`src/prca_pkg.sv`:
```
/*
  Shared constants, states and timing counts of the pump run command
  arbiter. Assumes a 100 MHz system clock with a 10 ns period.
*/
package prca_pkg;
  localparam int unsigned CLK_PERIOD_NS = 10;
  // Start-up self test time in milliseconds.
  localparam int unsigned STARTUP_TIME_MS = 15000;
  localparam int unsigned STARTUP_CYCLES =
    STARTUP_TIME_MS * (1000000 / CLK_PERIOD_NS);
  // Least pulse width on the 25-way start and stop inputs, in ms.
  localparam int unsigned PULSE_MIN_MS = 99;
  localparam int unsigned PULSE_CYCLES = PULSE_MIN_MS * 100000 + 1;
  // Default response delay of the serial link in milliseconds.
  localparam int unsigned RESP_DELAY_DEF_MS = 10;
  localparam int unsigned RESP_DELAY_CYCLES = RESP_DELAY_DEF_MS * 100000;
  // Serial link bit rate and bit period in cycles.
  localparam int unsigned BAUD_RATE = 19200;
  localparam int unsigned BAUD_CYCLES = 100000000 / BAUD_RATE;
  localparam int unsigned CNT_W = 31;
  localparam int unsigned ADDR_W = 4;
  localparam logic [ADDR_W-1:0] ADDR_MAX = 4'hF;
  // Flash periods of the load indicators in cycles.
  localparam logic [CNT_W-1:0] FLASH_LONG = 31'h04C4B400;
  localparam logic [CNT_W-1:0] FLASH_SHORT = 31'h01312D00;
  localparam int unsigned SYNC_STAGES = 3;

  typedef enum logic [4:0] {
    PRCA_ST_TEST = 5'h01,
    PRCA_ST_ACK_WAIT = 5'h02,
    PRCA_ST_ACK_HOLD = 5'h04,
    PRCA_ST_ACK_REL = 5'h08,
    PRCA_ST_READY = 5'h10
  } prca_state_type;
endpackage : prca_pkg

```
`src/prca_sync_if.sv`:
```
/*
  Carries the synchronised external control levels from the input
  synchroniser to the arbiter. Assumes one system clock.
*/
interface prca_sync_if;
  logic key_start;
  logic key_stop;
  logic plc_start;
  logic plc_stop;
  logic remote_en;
  logic r_start;
  logic r_stop_n;
  modport src (output key_start, key_stop, plc_start, plc_stop,
    remote_en, r_start, r_stop_n);
  modport dst (input key_start, key_stop, plc_start, plc_stop,
    remote_en, r_start, r_stop_n);
endinterface : prca_sync_if

```
`src/prca_input_sync.sv`:
```
/*
  Three-stage synchroniser for the external control pins. A level is
  accepted once the second and third stages agree. Assumes pins are
  asynchronous to sys_clk_in.
*/
module prca_input_sync
  import prca_pkg::*;
(
  input wire logic sys_clk_in,
  input wire logic reset_in,
  input wire logic [6:0] pins_in,
  prca_sync_if.src sync
);
  typedef struct packed {
    logic [6:0] s1;
    logic [6:0] s2;
    logic [6:0] s3;
    logic [6:0] lvl;
  } prca_sync_state_type;

  prca_sync_state_type st_q;
  prca_sync_state_type st_d;

  // Shift the pins through three stages and update when stages agree.
  always_comb begin
    st_d = st_q;
    st_d.s1 = pins_in;
    st_d.s2 = st_q.s1;
    st_d.s3 = st_q.s2;
    for (int i = 0; i < 7; i++) begin
      if (st_q.s2[i] == st_q.s3[i]) begin
        st_d.lvl[i] = st_q.s3[i];
      end
    end
  end

  // Registers the synchroniser state.
  always_ff @(posedge sys_clk_in) begin
    if (reset_in) begin
      st_q <= '0;
    end else begin
      st_q <= st_d;
    end
  end

  assign sync.key_start = st_q.lvl[0];
  assign sync.key_stop = st_q.lvl[1];
  assign sync.plc_start = st_q.lvl[2];
  assign sync.plc_stop = st_q.lvl[3];
  assign sync.remote_en = st_q.lvl[4];
  assign sync.r_start = st_q.lvl[5];
  assign sync.r_stop_n = st_q.lvl[6];
endmodule : prca_input_sync

```
`src/prca_pulse_qual.sv`:
```
/*
  Pulse width qualifier: raises a one-cycle pulse when its input has
  stood at the active level for the given number of cycles. Assumes a
  synchronised input.
*/
module prca_pulse_qual
  import prca_pkg::*;
#(
  parameter logic [CNT_W-1:0] MIN_CYCLES = CNT_W'(PULSE_CYCLES)
) (
  input wire logic sys_clk_in,
  input wire logic reset_in,
  input wire logic active_in,
  output logic pulse_out
);
  typedef struct packed {
    logic [CNT_W-1:0] cnt;
    logic fired;
  } prca_pq_state_type;

  prca_pq_state_type st_q;
  prca_pq_state_type st_d;

  // Count the active time and fire once when it exceeds the minimum.
  always_comb begin
    st_d = st_q;
    if (!active_in) begin
      st_d.cnt = '0;
      st_d.fired = 1'b0;
    end else if (st_q.cnt < MIN_CYCLES) begin
      st_d.cnt = st_q.cnt + CNT_W'(1);
    end else begin
      st_d.fired = 1'b1;
    end
  end

  // Registers the counter state.
  always_ff @(posedge sys_clk_in) begin
    if (reset_in) begin
      st_q <= '0;
    end else begin
      st_q <= st_d;
    end
  end

  assign pulse_out = active_in && (st_q.cnt >= MIN_CYCLES) && !st_q.fired;
endmodule : prca_pulse_qual

```
`src/prca_arbiter.sv`:
```
/*
  Run/stop command arbiter of a pump frequency converter: start-up
  self test with pump check and key chord, key and 9-way port merge,
  25-way port gating with pulse qualification, serial link settings,
  the bit rate tick and the reply delay timing.
  Assumes the key, port and rotary switch pins are asynchronous to
  sys_clk_in and pass the synchronisers here before use; that the
  nonvolatile load and the pump detection report through plain levels
  on this clock; that the option board selection and its commands and
  the serial frame strobe come from logic on this clock; and that a
  reset stands for a power cycle, the only moment at which the bus
  address is taken again.
  Frames that arrive while a reply is pending are dropped.
*/
module prca_arbiter
  import prca_pkg::*;
#(
  parameter logic [CNT_W-1:0] STARTUP_CNT = CNT_W'(STARTUP_CYCLES),
  parameter logic [CNT_W-1:0] PULSE_CNT = CNT_W'(PULSE_CYCLES)
) (
  input wire logic sys_clk_in,
  input wire logic reset_in,
  input wire logic key_start_in,
  input wire logic key_stop_in,
  input wire logic plc_port_9way_start_in,
  input wire logic plc_port_9way_stop_in,
  input wire logic remote_en_in,
  input wire logic remote_start_in,
  input wire logic remote_stop_n_in,
  input wire logic option_ctrl_in,
  input wire logic option_start_in,
  input wire logic option_stop_in,
  input wire logic params_loaded_in,
  input wire logic pump_detected_in,
  input wire logic pump_match_in,
  input wire logic [ADDR_W-1:0] rotary_addr_in,
  input wire logic [ADDR_W-1:0] frame_addr_in,
  input wire logic frame_done_in,
  input wire logic [15:0] resp_delay_ms_in,
  output logic pump_run_out,
  output logic ready_out,
  output logic fault_led_out,
  output logic load_led_a_out,
  output logic load_led_b_out,
  output logic [ADDR_W-1:0] bus_addr_out,
  output logic reply_go_out,
  output logic baud_tick_out
);
  // Synchronised pin levels travel in one bundle.
  prca_sync_if sync ();

  // Qualified one-cycle pulses of the 25-way start and stop inputs.
  logic r_start_pulse;
  logic r_stop_pulse;

  // Bring the key and port pins into the clock domain.
  prca_input_sync u_sync (
    .sys_clk_in(sys_clk_in),
    .reset_in(reset_in),
    .pins_in({remote_stop_n_in, remote_start_in, remote_en_in,
      plc_port_9way_stop_in, plc_port_9way_start_in, key_stop_in,
      key_start_in}),
    .sync(sync)
  );

  // Qualify the 25-way start (high) and stop (low) pulses.
  prca_pulse_qual #(.MIN_CYCLES(PULSE_CNT)) u_rstart (
    .sys_clk_in(sys_clk_in),
    .reset_in(reset_in),
    .active_in(sync.r_start && sync.remote_en),
    .pulse_out(r_start_pulse)
  );

  prca_pulse_qual #(.MIN_CYCLES(PULSE_CNT)) u_rstop (
    .sys_clk_in(sys_clk_in),
    .reset_in(reset_in),
    .active_in(!sync.r_stop_n && sync.remote_en),
    .pulse_out(r_stop_pulse)
  );

  // All control state in one record, registered by one process.
  typedef struct packed {
    prca_state_type state;
    logic [CNT_W-1:0] tmr;
    logic [CNT_W-1:0] flash;
    logic flash_long;
    logic flash_ph;
    logic no_pump;
    logic mismatch;
    logic init_done;
    logic run;
    logic [3:0] prev;
    logic [ADDR_W-1:0] addr;
    logic addr_valid;
    logic [ADDR_W-1:0] rot_s1;
    logic [ADDR_W-1:0] rot_s2;
    logic [ADDR_W-1:0] rot_s3;
    logic [CNT_W-1:0] resp_cnt;
    logic resp_busy;
    logic [15:0] baud_cnt;
    logic rdy;
    logic lamp_a;
    logic lamp_b;
    logic tick;
  } prca_state_all_type;

  prca_state_all_type st_q;
  prca_state_all_type st_d;

  // Source enables, line edges, merged commands and the reply target.
  logic key_en;
  logic plc_en;
  logic plc_start_edge;
  logic plc_stop_edge;
  logic key_start_edge;
  logic key_stop_edge;
  logic [CNT_W-1:0] resp_target;
  logic [47:0] resp_prod;
  logic cmd_stop;
  logic cmd_start;
  logic frame_hit;

  // Cycles in one millisecond, taken from the default reply delay.
  localparam logic [CNT_W-1:0] MS_CYCLES =
    CNT_W'(RESP_DELAY_CYCLES / RESP_DELAY_DEF_MS);

  // Sources enabled only when no option board holds control.
  assign key_en = !option_ctrl_in;
  assign plc_en = !option_ctrl_in;
  // Edges on the synchronised lines drive commands.
  assign plc_start_edge = sync.plc_start && !st_q.prev[0];
  assign plc_stop_edge = sync.plc_stop && !st_q.prev[1];
  assign key_start_edge = sync.key_start && !st_q.prev[2];
  assign key_stop_edge = sync.key_stop && !st_q.prev[3];

  // Stop and start requests of the enabled sources; stop wins.
  assign cmd_stop = (key_en && key_stop_edge) ||
    (plc_en && plc_stop_edge) || r_stop_pulse;
  assign cmd_start = (key_en && key_start_edge) ||
    (plc_en && plc_start_edge) || r_start_pulse;

  // A frame counts only for the latched address and once ready.
  assign frame_hit = frame_done_in && frame_addr_in == st_q.addr &&
    st_q.state == PRCA_ST_READY;

  // The full delay range overflows the counter: clamp to its maximum.
  assign resp_prod = 48'(resp_delay_ms_in) * 48'(MS_CYCLES);
  assign resp_target = (|resp_prod[47:CNT_W]) ? '1 :
    resp_prod[CNT_W-1:0];

  // Start-up sequence, command merge, address latch and reply timing.
  always_comb begin
    st_d = st_q;
    // Remember the line levels for edges; the bit rate counter wraps.
    st_d.prev = {sync.key_stop, sync.key_start, sync.plc_stop,
      sync.plc_start};
    st_d.baud_cnt = (st_q.baud_cnt == 16'(BAUD_CYCLES - 1)) ?
      16'h0000 : st_q.baud_cnt + 16'h0001;

    // Pass the rotary switch through three stages before it is used.
    st_d.rot_s1 = rotary_addr_in;
    st_d.rot_s2 = st_q.rot_s1;
    st_d.rot_s3 = st_q.rot_s2;

    case (st_q.state)
      PRCA_ST_TEST: begin
        // Self test: count the start-up time, wait for the parameters.
        st_d.tmr = st_q.tmr + CNT_W'(1);
        // Latch the address once, when the last two stages agree.
        if (!st_q.addr_valid && st_q.tmr >= CNT_W'(SYNC_STAGES) &&
            st_q.rot_s2 == st_q.rot_s3) begin
          st_d.addr = st_q.rot_s3;
          st_d.addr_valid = 1'b1;
        end
        if (st_q.tmr >= STARTUP_CNT - CNT_W'(1) && params_loaded_in) begin
          st_d.no_pump = !pump_detected_in;
          st_d.mismatch = pump_detected_in && !pump_match_in;
          st_d.tmr = '0;
          if (!pump_detected_in || !pump_match_in) begin
            st_d.state = PRCA_ST_ACK_WAIT;
          end else begin
            st_d.state = PRCA_ST_READY;
          end
        end
      end

      PRCA_ST_ACK_WAIT: begin
        // The chord stays usable even with an option board in control.
        if (sync.key_stop && !sync.key_start) begin
          st_d.state = PRCA_ST_ACK_HOLD;
        end
      end

      PRCA_ST_ACK_HOLD: begin
        // Stop held: a start press moves on, a stop release starts over.
        if (!sync.key_stop) begin
          st_d.state = PRCA_ST_ACK_WAIT;
        end else if (sync.key_start) begin
          st_d.state = PRCA_ST_ACK_REL;
        end
      end

      PRCA_ST_ACK_REL: begin
        // Start released with stop still held accepts the pump.
        if (!sync.key_stop) begin
          st_d.state = PRCA_ST_ACK_WAIT;
        end else if (!sync.key_start) begin
          st_d.state = PRCA_ST_READY;
          st_d.no_pump = 1'b0;
          st_d.mismatch = 1'b0;
          st_d.prev[3] = 1'b1;
        end
      end

      PRCA_ST_READY: begin
        // The first ready cycle takes the port levels as the command.
        if (!st_q.init_done) begin
          st_d.init_done = 1'b1;
          st_d.run = plc_en && sync.plc_start && !sync.plc_stop;
        end else if (option_ctrl_in) begin
          if (option_stop_in) begin
            st_d.run = 1'b0;
          end else if (option_start_in) begin
            st_d.run = 1'b1;
          end
        end else begin
          // Stop wins when both sources strike in one cycle.
          if (cmd_stop) begin
            st_d.run = 1'b0;
          end else if (cmd_start) begin
            st_d.run = 1'b1;
          end
        end
      end

      // An illegal state code returns to the self test.
      default: begin
        st_d.state = PRCA_ST_TEST;
      end
    endcase

    // Alternate the load lamps with long and short phases.
    if (st_q.mismatch) begin
      st_d.flash = st_q.flash + CNT_W'(1);
      if (st_q.flash >= (st_q.flash_long ? FLASH_LONG : FLASH_SHORT)) begin
        st_d.flash = '0;
        st_d.flash_ph = !st_q.flash_ph;
        st_d.flash_long = !st_q.flash_long;
      end
    end

    // Reply waits the response delay after a frame for this address.
    if (st_q.resp_busy) begin
      if (st_q.resp_cnt >= resp_target) begin
        st_d.resp_busy = 1'b0;
      end else begin
        st_d.resp_cnt = st_q.resp_cnt + CNT_W'(1);
      end
    end else if (frame_hit) begin
      st_d.resp_busy = 1'b1;
      st_d.resp_cnt = '0;
    end

    // Output flops follow the next state, so they need no extra cycle.
    st_d.rdy = st_d.state == PRCA_ST_READY;
    st_d.lamp_a = st_d.mismatch && st_d.flash_ph;
    st_d.lamp_b = st_d.mismatch && !st_d.flash_ph;
    st_d.tick = st_d.baud_cnt == 16'h0000;
  end

  // Registers all control state.
  always_ff @(posedge sys_clk_in) begin
    if (reset_in) begin
      st_q <= '{state: PRCA_ST_TEST, flash_long: 1'b1, default: '0};
    end else begin
      st_q <= st_d;
    end
  end

  // Data outputs come straight from the state flops; reply_go_out also compares resp_cnt with resp_target.
  assign pump_run_out = st_q.run;
  assign ready_out = st_q.rdy;
  assign fault_led_out = st_q.no_pump;
  assign load_led_a_out = st_q.lamp_a;
  assign load_led_b_out = st_q.lamp_b;
  assign bus_addr_out = st_q.addr;
  assign reply_go_out = st_q.resp_busy && st_q.resp_cnt >= resp_target;
  assign baud_tick_out = st_q.tick;
endmodule : prca_arbiter

```
`config.mk`:
```
export PLATFORM = sky130hd
export DESIGN_NAME = prca_arbiter
export DESIGN_NICKNAME = d
export VERILOG_FILES = /design/src/prca_pkg.sv /design/src/prca_sync_if.sv /design/src/prca_input_sync.sv /design/src/prca_pulse_qual.sv /design/src/prca_arbiter.sv
export SDC_FILE = /design/constraint.sdc
export NUM_CORES = 1
export LEC_CHECK = 0
export BUFFER_PORTS_ARGS = -buffer_cell sky130_fd_sc_hd__buf_2
export CAP_MARGIN = 20
export CORE_UTILIZATION = 45
export CTS_CLUSTER_DIAMETER = 150
export CTS_CLUSTER_SIZE = 25
export DETAILED_ROUTE_END_ITERATION = 10
export GPL_TIMING_DRIVEN = 0
export SETUP_SLACK_MARGIN = 0.15
export SYNTH_ARGS = -nofsm -noshare
export SYNTH_HDL_FRONTEND = slang
export SYNTH_SLANG_ARGS = --single-unit
```
`constraint.sdc`:
```
create_clock -name sys_clk_in -period 8.4 [get_ports sys_clk_in]
set_clock_uncertainty 0.2 [all_clocks]
set_input_delay 0.84 -clock sys_clk_in [delete_from_list [all_inputs] [get_ports sys_clk_in]]
set_output_delay 0.84 -clock sys_clk_in [all_outputs]
set_load 0.05 [all_outputs]
```
Word level (Yosys, flattened, before mapping) --
Index checks and enable logic that the tools add are counted.
Storage, ports and cells: output and inout port bits 11, word-level logic and storage cells 162, flip-flop bits (word level) 238
Cells by class: reductions and logical operators 58, $lt $le $gt $ge 8, add/subtract/negate cells 6, equal/unequal tests 22, muxes and demuxes 29, bitwise gates (word level) 2, multiply operators 1
Operator list (count):
- 31-bit by 1-bit adder with 31-bit output (second input constant) | 5
- 32-bit two-way mux | 2
- 31-bit by 24-bit greater-or-equal comparator with 1-bit output (second input constant) | 2
- 31-bit by 24-bit < comparator with 1-bit output (second input constant) | 2
- 31-bit two-way mux | 2
- 36-bit two-way mux | 1
- 33-bit two-way mux | 1
- 31-bit by 2-bit greater-or-equal comparator with 1-bit output (second input constant) | 1
- 31-bit by 27-bit greater-or-equal comparator with 1-bit output | 1
- 31-bit greater-or-equal comparator | 1
- 31-bit greater-or-equal comparator (second input constant) | 1
- 5-bit two-way mux | 6
- 16-bit by 12-bit multiplier with 28-bit output (second input constant) | 1
- 27-bit two-way mux | 1
- 1-bit logical AND | 26
- 5-bit case mux with 5 select lines | 1
- 16-bit by 1-bit adder with 16-bit output (second input constant) | 1
- 16-bit by 13-bit equality test with 1-bit output (second input constant) | 1
- 1-bit logical NOT | 16
- 16-bit logical NOT | 1
- 16-bit two-way mux | 1
- 5-bit equality test (second input constant) | 2
- 1-bit two-way mux | 10
- 4-bit equality test | 2
- other kinds (18) | 38

Logic depth before layout (Yosys ltp) --
Gate-level depths: netlist of the first run.
depth in word-level cells 9, gate-level depth with buffers 30, gate-level depth less buffers 27

Modules after synthesis --
From an unflattened synthesis of the first run, not the netlist that was laid out.
Second synthesis, totals: cell total of the unflattened synthesis 1806, area total of the unflattened synthesis 15464.8 sq um
Modules (own cells, without submodules):
- prca_arbiter | times used 1, area an instance 11163.2 sq um, cells an instance 1335
- prca_pulse_qual | times used 2, area an instance 1694.1 sq um, cells an instance 199
- prca_input_sync | times used 1, area an instance 913.4 sq um, cells an instance 73

Least setup slack after synthesis of the first run --
OpenSTA, ideal clock, no wires.
kind input -> output, start point input port resp_delay_ms_in[8], end point output port reply_go_out, arrival time 7308 ps, setup slack 52 ps, path buffers 1, stages 25, required time 7360 ps, path through ha_1 ha_1 inv_1 fa_1 inv_1 fa_1 inv_1 fa_1 inv_1 ha_1 a21oi_1 nand2_1 a31oi_1 a211o_1 o211ai_2 a31oi_1 clkbuf_1 nor2_1 ha_1 nand4_1 nor4_1 nand2_1 o41ai_2 a21oi_1 a21oi_1
On the way: word-level cells in the longest chain between the ends 5
RTL lines:
- start: declaration | RTL line prca_arbiter.sv:39 | input wire logic [15:0] resp_delay_ms_in,
- 16-bit by 12-bit multiplier with 28-bit output (*) | RTL line prca_arbiter.sv:147 | assign resp_prod = 48'(resp_delay_ms_in) * 48'(MS_CYCLES);
- 2-bit OR reduction | RTL line prca_arbiter.sv:148 | assign resp_target = (|resp_prod[47:CNT_W]) ? '1 :
- 31-bit two-way mux (*) | RTL line prca_arbiter.sv:148
- 31-bit greater-or-equal comparator (*) | RTL line prca_arbiter.sv:287 | assign reply_go_out = st_q.resp_busy && st_q.resp_cnt >= resp_target;
- 1-bit logical AND (*) | RTL line prca_arbiter.sv:287
- end: declaration | RTL line prca_arbiter.sv:46 | output logic reply_go_out,
Mark *: on every way between the ends. The rest lies on a longest branch, timed or not.

Final worst setup path of the first run --
start point input port resp_delay_ms_in[7], end point output port reply_go_out
The elaborated chain is that of the path after synthesis.

==> out/metrics.yaml, run 1 <==
place:
  port-buffer-count: 50
  dp_slack_ps: -946.5
  dp_hpwl_um: 25010
  dp.cells: 2252
  globalplace.congestion: 0.8785
die:
  placementRows: 66
  die_height_um: 184.5
  start_util_pct: 45.93
  pin_count: 51
  core_um2: 32620
  die_area_um2: 34030
  die_w_um: 184.5
clocking:
  cts_root_buffer: "clkbuf_16"
  numCtsBuffers: 13
  cts_buffer_depth: 3
  cts_hold_buf: 0
  cts_tree: "yes"
  htreeDepth: 1
  clkTransAtPathRegs_ps: 90
  clk_latency_ps: 480
  clock-sinks: 238
logic_synthesis:
  ys_top_cells_by_area: "dfxtp_1 (32%), ha_1 (13%), nor2_1 (5.6%), fa_1 (5.3%), xor2_1 (4.4%)"
  ys_seq_elements: 238
  synth_edf_count: 0
  yosys_warnings: 0
  synth_cells: 1760
  async_reset_ff_share_pct: 0
  ys.flop_type: "dfxtp_1"
  synth_area_leader_cell: "dfxtp_1"
  synth_area_um2: 14980
  synth_fp_nets: 1992
  synth.avg_cell_area_um2: 8.512
  seq_area_frac_synth_pct: 31.80
  synth_top_area_share_pct: 31.80
  yosysUniqueCellTypes: 84
route:
  routedWlPerCell_um: 14.31
  initialDrtViolationCount: 738
  drc: 0
  via_per_inst: 5.336
  vias: 12160
  ant_nets: 0
  drt_wl_total_um: 32590
  firstDrtPassIters: 5
layout:
  final_cell_mix: "dfxtp_1 (238), nor2_1 (223), ha_1 (138)"
  drive_gt1_share_pct: 8.932
  multiInputGateArea_um2: 9799
  final_common_cell: "dfxtp_1"
  n_antenna_cell: 0
  instances_no_fill: 2278
  fillCellCount: 3127
  regArea_um2: 4765
  fin_nets: 2068
  area_growth_pct: 10.77
run:
  maxCapViolations: 0
timing:
  finalHoldViolCount: 0
  setup_viol: 0
  min_period_ps: 8043
  layout_setup_ws_ps: 357.0
  max_freq_ghz: 0.1243
  slew_headroom_pct: 50.00
  report.final.slew_viol_count: 0
  tns_ps: 0
  fin_crit_sh_pct: 95.75
  rsz0062_at_grt: "no"
  worstMarginPinSlew_ps: 749.9
critical_path:
  worstSetupEndpointType: "output pin"
  rrSetupSlack_ps: 5150
  start_kind: "input port"
  crit_type: "in2out"
  arrival_ps: 7000
  path_max_fanout: 10
  required_ps: 7360
global_routing:
  antenna_found_initial: 0
  grt_pass1_vias: 11270
  grt_max_degree: 26
  grt_overflow: 0
  grt_util_all_layers_pct: 19.22
  grt_pass1_wl_um: 54290
pwr:
  cellLeakagePower_nw: 6.672
  vdd_drop_max_uv: 143.2
  power_density_nw_per_um2: 192.8
run_status:
  outcome: "completed"
hold_path:
  hold_class: "reg2reg"
through the flow:
step	total power (W)	utilization [%]	hold WS [ps]	instance area, µm²
after floorplan	0.002140	-	213.8	14990
after global placement	0.002383	48.40	219.1	15790
after detailed placement	0.002393	48.40	223.1	15790
after CTS	0.003112	49.97	245.8	16300
after global routing	0.003448	50.88	271.2	16600
final	0.003199	50.88	243.1	16600
final cells by class:
type / instances / share of cell area [%]
multi-input cells: 1335 / 59.05
flip-flops and latches: 238 / 28.71
well taps: 442 / 3.332
inverters: 132 / 2.986
repair buffers: 61 / 2.134
clock buffers: 13 / 1.960
plain buffers: 55 / 1.681
clock inverters: 2 / 0.1508
worst max-delay path: stages:
cell	delay [ps]
buf_2	140
ha_1	300
ha_1	340
inv_1	70
fa_1	500
inv_1	50
fa_1	490
inv_1	50
fa_1	410
inv_1	60
ha_2	300
a21oi_2	150
o21ai_1	120
a221oi_2	360
nand3_2	180
buf_4	180
a31oi_4	250
clkbuf_2	280
nor2_1	100
ha_1	320
nand4_1	170
nor4_4	350
nand3_1	130
o2111a_1	300
nor3b_2	190
a21oi_2	170
buf_6	190
cell families after synthesis:
kind of cell / after synthesis / share of synthesized area [%]
fa+ha+maj: 192 / 18.04
buf+inv: 187 / 5.069
flops: 238 / 31.80
xor+xnor: 142 / 8.301
mux: 9 / 0.6097
simple gates: 734 / 25.00
compound gates: 258 / 11.18
report_power, final:
| group | leakage [nW] | internal (W) | switching (W) |
|---|---|---|---|
| Sequential | 1.92 | 0.00114 | 0.00000539 |
| Combinational | 4.58 | 0.000614 | 0.000791 |
| Clock | 0.172 | 0.000286 | 0.000365 |
| Total | 6.67 | 0.00204 | 0.00116 |
layer usage:
layer	track usage (%)	vias up	routed length, µm
li1	-	6242	-
met1	27.35	5715	16290
met3	2.015	28	1085
met2	31.47	170	14780
met4	3.533	0	435
met5	0	-	0
flip-flops by register name, summed over array words and instances, names as in the netlist:
signal and cells:
u_sync.sync.plc_start 1, u_rstart.st_q 32, u_sync.sync.r_stop_n 1, pump_run_out 1, st_q 128, load_led_b_out 1
ready_out 1, bus_addr_out 4, u_sync.st_d 14, st_d 8, u_sync.sync.plc_stop 1, fault_led_out 1
u_rstop.st_q 32, u_sync.st_q 7, baud_tick_out 1, u_sync.sync.key_stop 1, load_led_a_out 1, u_sync.sync.remote_en 1
u_sync.sync.key_start 1, u_sync.sync.r_start 1
cells in the mapped netlist, drive strengths merged, types with 6 or more instances:
cell type and n:
and2 22, nand3 76, a21oi 78, or3 22, inv 132, nor3 45
a22oi 13, o21a 9, a21o 10, xor2 76, or2 8, nand2b 23
nand4 40, mux2i 8, nand3b 7, nor3b 7, or4 7, dfxtp 238
and3 34, a211oi 13, nand2 124, nor2b 42, nor4b 6, ha 152
xnor2 66, buf 20, clkbuf 35, a31oi 14, nor4 22, o32ai 9
and4 11, fa 40, o21ai 60, nor2 226
final timing paths:
check,startpoint,end,depth (start not counted)
setup reg to reg,st_q[78],st_q[82],11
hold / removal,u_sync.st_d[20],u_sync.st_d[13],1
setup / recovery,resp_delay_ms_in[7],reply_go_out,27
hold reg to reg,u_sync.st_d[20],u_sync.st_d[13],1
repair_timing:
item                                    CTS  global route
pin swaps                                 4            22
resized for setup                        21            40
endpoints found under the setup margin   32             1
hold endpoints to repair                  0             0
setup buffers                             4             7
Note: power is estimated with default switching activity, not from simulation.
==> inputs of run 2 (changes only) <==
--- a/config.mk
+++ b/config.mk
@@ -7,11 +7,14 @@
 export LEC_CHECK = 0
 export BUFFER_PORTS_ARGS = -buffer_cell sky130_fd_sc_hd__buf_2
 export CAP_MARGIN = 20
+export CELL_PAD_IN_SITES_DETAIL_PLACEMENT = 1
+export CELL_PAD_IN_SITES_GLOBAL_PLACEMENT = 1
 export CORE_UTILIZATION = 45
 export CTS_CLUSTER_DIAMETER = 150
 export CTS_CLUSTER_SIZE = 25
 export DETAILED_ROUTE_END_ITERATION = 10
 export GPL_TIMING_DRIVEN = 0
+export PLACE_DENSITY_LB_ADDON = 0.1
 export SETUP_SLACK_MARGIN = 0.15
 export SYNTH_ARGS = -nofsm -noshare
 export SYNTH_HDL_FRONTEND = slang
==> out/metrics.yaml, run 2 (synthesis results as in run 1) <==
layout:
  n_antenna_cell: 0
  fin_nets: 2074
  area_growth_pct: 11.32
  final_cell_mix: "dfxtp_1 (238), nor2_1 (223), ha_1 (134)"
  largest_reg_flops: 128
  top_register: "st_q"
  top_regs: "st_q: 128 flops, u_rstart.st_q: 32 flops, u_rstop.st_q: 32 flops"
  final_common_cell: "dfxtp_1"
  drive_gt1_share_pct: 9.288
pwr:
  seqPwrFrac_pct: 34.7
  clkPwrFrac_pct: 19.9
  p_comb_share_pct: 45.4
  vdd_drop_max_uv: 131.9
  sw_frac_of_total_pct: 37.34
  p_sw_w: 0.001232
  cellLeakagePower_nw: 6.688
  power.total_w: 0.003299
  p_int_w: 0.002068
  power_density_nw_per_um2: 197.8
critical_path:
  r2r_start: "st_q[47]"
  crit_type: "in2out"
  rr_endpoint: "st_q[42]"
  worstSetupEndpointType: "output pin"
  arrival_ps: 7080
  required_ps: 7360
  crit_start: "resp_delay_ms_in[2]"
  r2r.worst_path.cells: 11
  rrSetupSlack_ps: 5080
  start_kind: "input port"
  path_max_fanout: 6
route:
  firstDrtPassIters: 5
  routedWlPerCell_um: 17.03
  via_per_inst: 5.499
  drt_wl_total_um: 38880
  ant_nets: 0
  initialDrtViolationCount: 457
  drc: 0
  vias: 12550
timing:
  setup_viol: 0
  rsz0062_at_grt: "no"
  fin_crit_sh_pct: 96.69
  tns_ps: 0
  layout_setup_ws_ps: 277.7
  finalHoldViolCount: 0
  slew_headroom_pct: 43.30
  worstMarginPinSlew_ps: 844.1
  report.final.slew_viol_count: 0
  max_freq_ghz: 0.1231
  min_period_ps: 8122
run_status:
  outcome: "completed"
global_routing:
  gr-usage-met3_pct: 1.936
  grt_pass1_wl_um: 63140
  antenna_found_initial: 0
  grt_util_all_layers_pct: 22.75
  grt_overflow: 0
  use_met1_pct: 30.21
  grt_max_degree: 26
  met2_usage_pct: 40.00
  grt_pass1_vias: 12700
  grt-busiest-layer: "met2"
clocking:
  cts_tree: "yes"
  numCtsBuffers: 13
  clk_latency_ps: 480
  clkTransAtPathRegs_ps: 100
  clock-sinks: 238
  cts_root_buffer: "clkbuf_16"
  cts_buffer_depth: 3
  htreeDepth: 1
hold_path:
  min_from: "u_sync.st_d[20]"
  hold_class: "reg2reg"
  holdPathEnd: "u_sync.st_d[13]"
  min_path_cells: 1
die:
  die_w_um: 184.5
  die_area_um2: 34030
  placementRows: 66
  die_height_um: 184.5
  core_um2: 32620
  start_util_pct: 45.93
  pin_count: 51
run:
  maxCapViolations: 0
place:
  port-buffer-count: 50
  dp_slack_ps: -1152
  dp_hpwl_um: 29870
  globalplace.congestion: 0.8091
==> run 2: cell type report <==
class                      count  area, µm²
tap                          442      553.0
buffer                        55      291.5
timing repair buffer          67      386.6
sequential                   238       4765
fill                        3918      15940
inverter                     132      495.5
clock buffer                  13      325.3
clock inverter                 1      16.27
multi-input combinational   1335       9844
==> run 2: per-stage QoR <==
| stage | instance area, µm² | utilization (%) | hold WS [ps] | cells |
|---|---|---|---|---|
| floorplan | 14990 | - | 213.8 | 1760 |
| global placement | 15790 | 48.40 | 217.6 | 2252 |
| detailed placement | 15790 | 48.40 | 231.3 | 2252 |
| CTS | 16300 | 49.98 | 256.6 | 2274 |
| global route | 16680 | 51.13 | 262.4 | 2283 |
| finish | 16680 | 51.13 | 250.2 | 2283 |
==> run 2: how the worst max path moves through the flow <==
stage	end	slack [ps]	cells after the start
finish	reply_go_out	280	27
global route	reply_go_out	90	26
CTS	reply_go_out	170	27
detailed placement	reply_go_out	-1150	27
global placement	reply_go_out	-1000	27
floorplan	reply_go_out	340	25
==> run 2: per-layer routing <==
metal  wire [µm]  up-vias  share of wire, %
li1            -     6240                 -
met1       18520     6141                48
met2       18890      135                49
met3         761       38               2.0
met4         714        0               1.8
met5           0        -                 0
==> run 2: timing repair <==
action                     CTS  global route
setup endpoints to repair   32             1
resized for setup           24            42
hold buffers                 0             0
buffers inserted             8             9
pin swaps                   10            24
==> run 2: power groups by stage <==
stage	sequential (W)	combinational, W	clock (W)
global placement	0.00117	0.00122	0
global route	0.00115	0.00169	0.000718
CTS	0.00114	0.00133	0.000684
floorplan	0.00117	0.000971	0
finish	0.00114	0.00150	0.000658
detailed placement	0.00117	0.00126	0
==> run 2: critical path: stages <==
cell and delay, ps:
buf_2 160, ha_4 260, ha_4 270, inv_1 70, fa_1 510, inv_1 60, fa_1 530, inv_1 50
fa_1 520, inv_1 60, ha_4 300, nand4_1 180, nor2_4 180, o221ai_4 160, a21boi_2 190, o211ai_1 170
a31oi_4 290, nor3b_4 280, nor4_4 60, ha_1 340, nand4_1 210, nor4_4 370, nand3_1 120, o2111a_1 300
nor3b_2 180, a21oi_2 210, buf_6 190
==> inputs of run 3 (changes only) <==
--- a/config.mk
+++ b/config.mk
@@ -5,6 +5,7 @@
 export SDC_FILE = /design/constraint.sdc
 export NUM_CORES = 1
 export LEC_CHECK = 0
+export ABC_AREA = 1
 export BUFFER_PORTS_ARGS = -buffer_cell sky130_fd_sc_hd__buf_2
 export CAP_MARGIN = 20
 export CELL_PAD_IN_SITES_DETAIL_PLACEMENT = 1
==> out/metrics.yaml, run 3 <==
run_status:
  outcome: "completed"
route:
  drt_wl_total_um: 42550
  routed.top_layer: "met4"
  met1_length_um: 19650
  drc: 0
  initialDrtViolationCount: 490
  vias: 14460
  via_per_inst: 5.204
  wl_met3_um: 889
  ant_nets: 0
  met2_length_um: 21240
  routedWlPerCell_um: 15.31
  firstDrtPassIters: 5
logic_synthesis:
  synth_fp_nets: 2488
  synth_common_cells: "inv_1 (401), nand2_1 (378), nor2_1 (322)"
  yosysUniqueCellTypes: 57
  synth_top_area_share_pct: 29.86
  synth.avg_cell_area_um2: 7.072
  ys_top_cells_by_area: "dfxtp_1 (30%), ha_1 (12%), inv_1 (9.4%), nand2_1 (8.9%), nor2_1 (7.6%)"
  synth_edf_count: 0
  async_reset_ff_share_pct: 0
  synth.most_common_cell: "inv_1"
  synth_area_leader_cell: "dfxtp_1"
  ys.flop_type: "dfxtp_1"
  synth_cells: 2256
  seq_area_frac_synth_pct: 29.86
  yosys_warnings: 0
  synth_area_um2: 15950
  ys_seq_elements: 238
layout:
  top_register: "st_q"
  utilization_pct: 49.57
  fin_nets: 2555
  final_common_cell: "inv_1"
  area_growth_pct: 7.866
  top_regs: "st_q: 128 flops, u_rstart.st_q: 32 flops, u_rstop.st_q: 32 flops"
  final_cell_mix: "inv_1 (401), nand2_1 (378), nor2_1 (321)"
  n_antenna_cell: 0
  drive_gt1_share_pct: 6.196
  largest_reg_flops: 128
clocking:
  clock-sinks: 238
  cts_buffer_depth: 3
  clk_latency_ps: 500
  clkTransAtPathRegs_ps: 100
  cts_root_buffer: "clkbuf_16"
  cts_tree: "yes"
  htreeDepth: 1
  cts_hold_buf: 0
  numCtsBuffers: 13
pwr:
  clkPwrFrac_pct: 21.7
  p_int_w: 0.001943
  vdd_drop_max_uv: 97.38
  sw_frac_of_total_pct: 37.73
  cellLeakagePower_nw: 7.439
  p_sw_w: 0.001177
  p_comb_share_pct: 41.5
  power_density_nw_per_um2: 181.3
  power.total_w: 0.003119
  seqPwrFrac_pct: 36.8
timing:
  fin_crit_sh_pct: 93.26
  worstMarginPinSlew_ps: 683.4
  slew_headroom_pct: 54.02
  report.final.slew_viol_count: 0
  finalHoldViolCount: 0
  setup_viol: 0
  max_freq_ghz: 0.1277
  rsz0062_at_grt: "no"
  min_period_ps: 7834
critical_path:
  slowest_stage: "fa_1"
  cpMostUsedCell: "inv_1"
  required_ps: 7360
  critical_path.max_stage_delay_ps: 550
  start_kind: "input port"
  path_max_fanout: 10
  worstSetupEndpointType: "output pin"
  crit_type: "in2out"
  arrival_ps: 6790
  rrSetupSlack_ps: 5040
run:
  maxCapViolations: 0
hold_path:
  hold_class: "reg2reg"
die:
  pin_count: 51
  die_area_um2: 36210
  placementRows: 68
  core_um2: 34710
  start_util_pct: 45.96
  die_height_um: 190.3
  die_w_um: 190.3
global_routing:
  grt_max_degree: 26
  grt_overflow: 0
  grt_util_all_layers_pct: 23.81
  grt_pass1_wl_um: 71710
  grt_pass1_vias: 15050
  antenna_found_initial: 0
place:
  dp_hpwl_um: 34240
  globalplace.congestion: 0.8563
  port-buffer-count: 49
run 3: cell types whose count changed after synthesis, moves of 20 or more:
cell | previous run | this run
a21oi_1 | 78 | 130
and2_1 | 21 | 0
and3_1 | 34 | 3
inv_1 | 132 | 401
nand2_1 | 123 | 378
nand2b_1 | 23 | 0
nand3_1 | 74 | 117
nand4_1 | 39 | 69
nor2_1 | 224 | 322
nor2b_1 | 42 | 0
nor3_1 | 44 | 75
or3_1 | 22 | 2
xnor2_1 | 66 | 24
xor2_1 | 76 | 49
run 3: final timing paths:
check | start | endpoint | cells after the start
setup / recovery | resp_delay_ms_in[8] | reply_go_out | 30
hold reg to reg | u_sync.st_d[17] | u_sync.st_d[10] | 2
setup reg to reg | st_q[78] | st_q[83] | 12
hold / removal | u_sync.st_d[17] | u_sync.st_d[10] | 2
run 3: layer usage:
| metal | vias to the layer above | global-route usage (%) |
|---|---|---|
| li1 | 7381 | - |
| met1 | 6891 | 29.91 |
| met2 | 143 | 43.99 |
| met3 | 47 | 1.895 |
| met4 | 0 | 5.108 |
| met5 | - | 0 |
run 3: repair_timing:
| action | 4_1_cts | 5_1_grt |
|---|---|---|
| setup endpoints to repair | 1 | 1 |
| gates resized for setup | 2 | 15 |
| buffers inserted | 0 | 2 |
| pin swaps | 0 | 5 |
run 3: area by class of cell:
cell class                      instances  area (µm²)
Inverter                              404        1516
Clock inverter                          2       25.02
Tap cell                              455       569.3
Clock buffer                           14       329.1
Fill cell                            4576       17500
Buffer                                 47       231.5
Sequential cell                       238        4765
Timing Repair Buffer                   52       270.3
Multi-Input combinational cell       1567        9503
run 3: power groups by stage:
stage	Combinational, W	Sequential (W)	Clock (W)
finish	0.00129	0.00115	0.000678
global route	0.00150	0.00115	0.000741
CTS	0.00128	0.00115	0.000705
detailed placement	0.00127	0.00117	0
global placement	0.00121	0.00117	0
floorplan	0.000961	0.00117	0
run 3: cell families (layout without fill, tap and decap cells):
group,count (synthesis),after routing,synth area share [%]
flops,238,238,29.86
buf+inv,451,519,10.92
xor+xnor,73,73,4.008
compound gates,243,243,8.470
fa+ha+maj,192,192,16.94
simple gates,1059,1059,29.80
run 3: critical path, delay by kind of cell:
kind | cells | cell delay (ps)
AND/OR/NAND/NOR | 5 | 530
AO/OA/AOI/OAI | 8 | 1370
XOR/XNOR | 1 | 150
adder cells (fa/ha/maj) | 7 | 2840
buffers and inverters | 9 | 1060
run 3: stage by stage:
step	setup slack [ps]	std cells	setup TNS [ps]	hold WS [ps]	instance area, µm²
floorplan	802.3	2256	0	188.3	15950
global placement	66.52	2760	0	190.7	16770
detailed placement	-27.50	2761	-27.50	197.8	16780
CTS	224.5	2777	0	213.6	17140
global route	136.4	2779	0	228.2	17210
finish	566.3	2779	0	211.2	17210
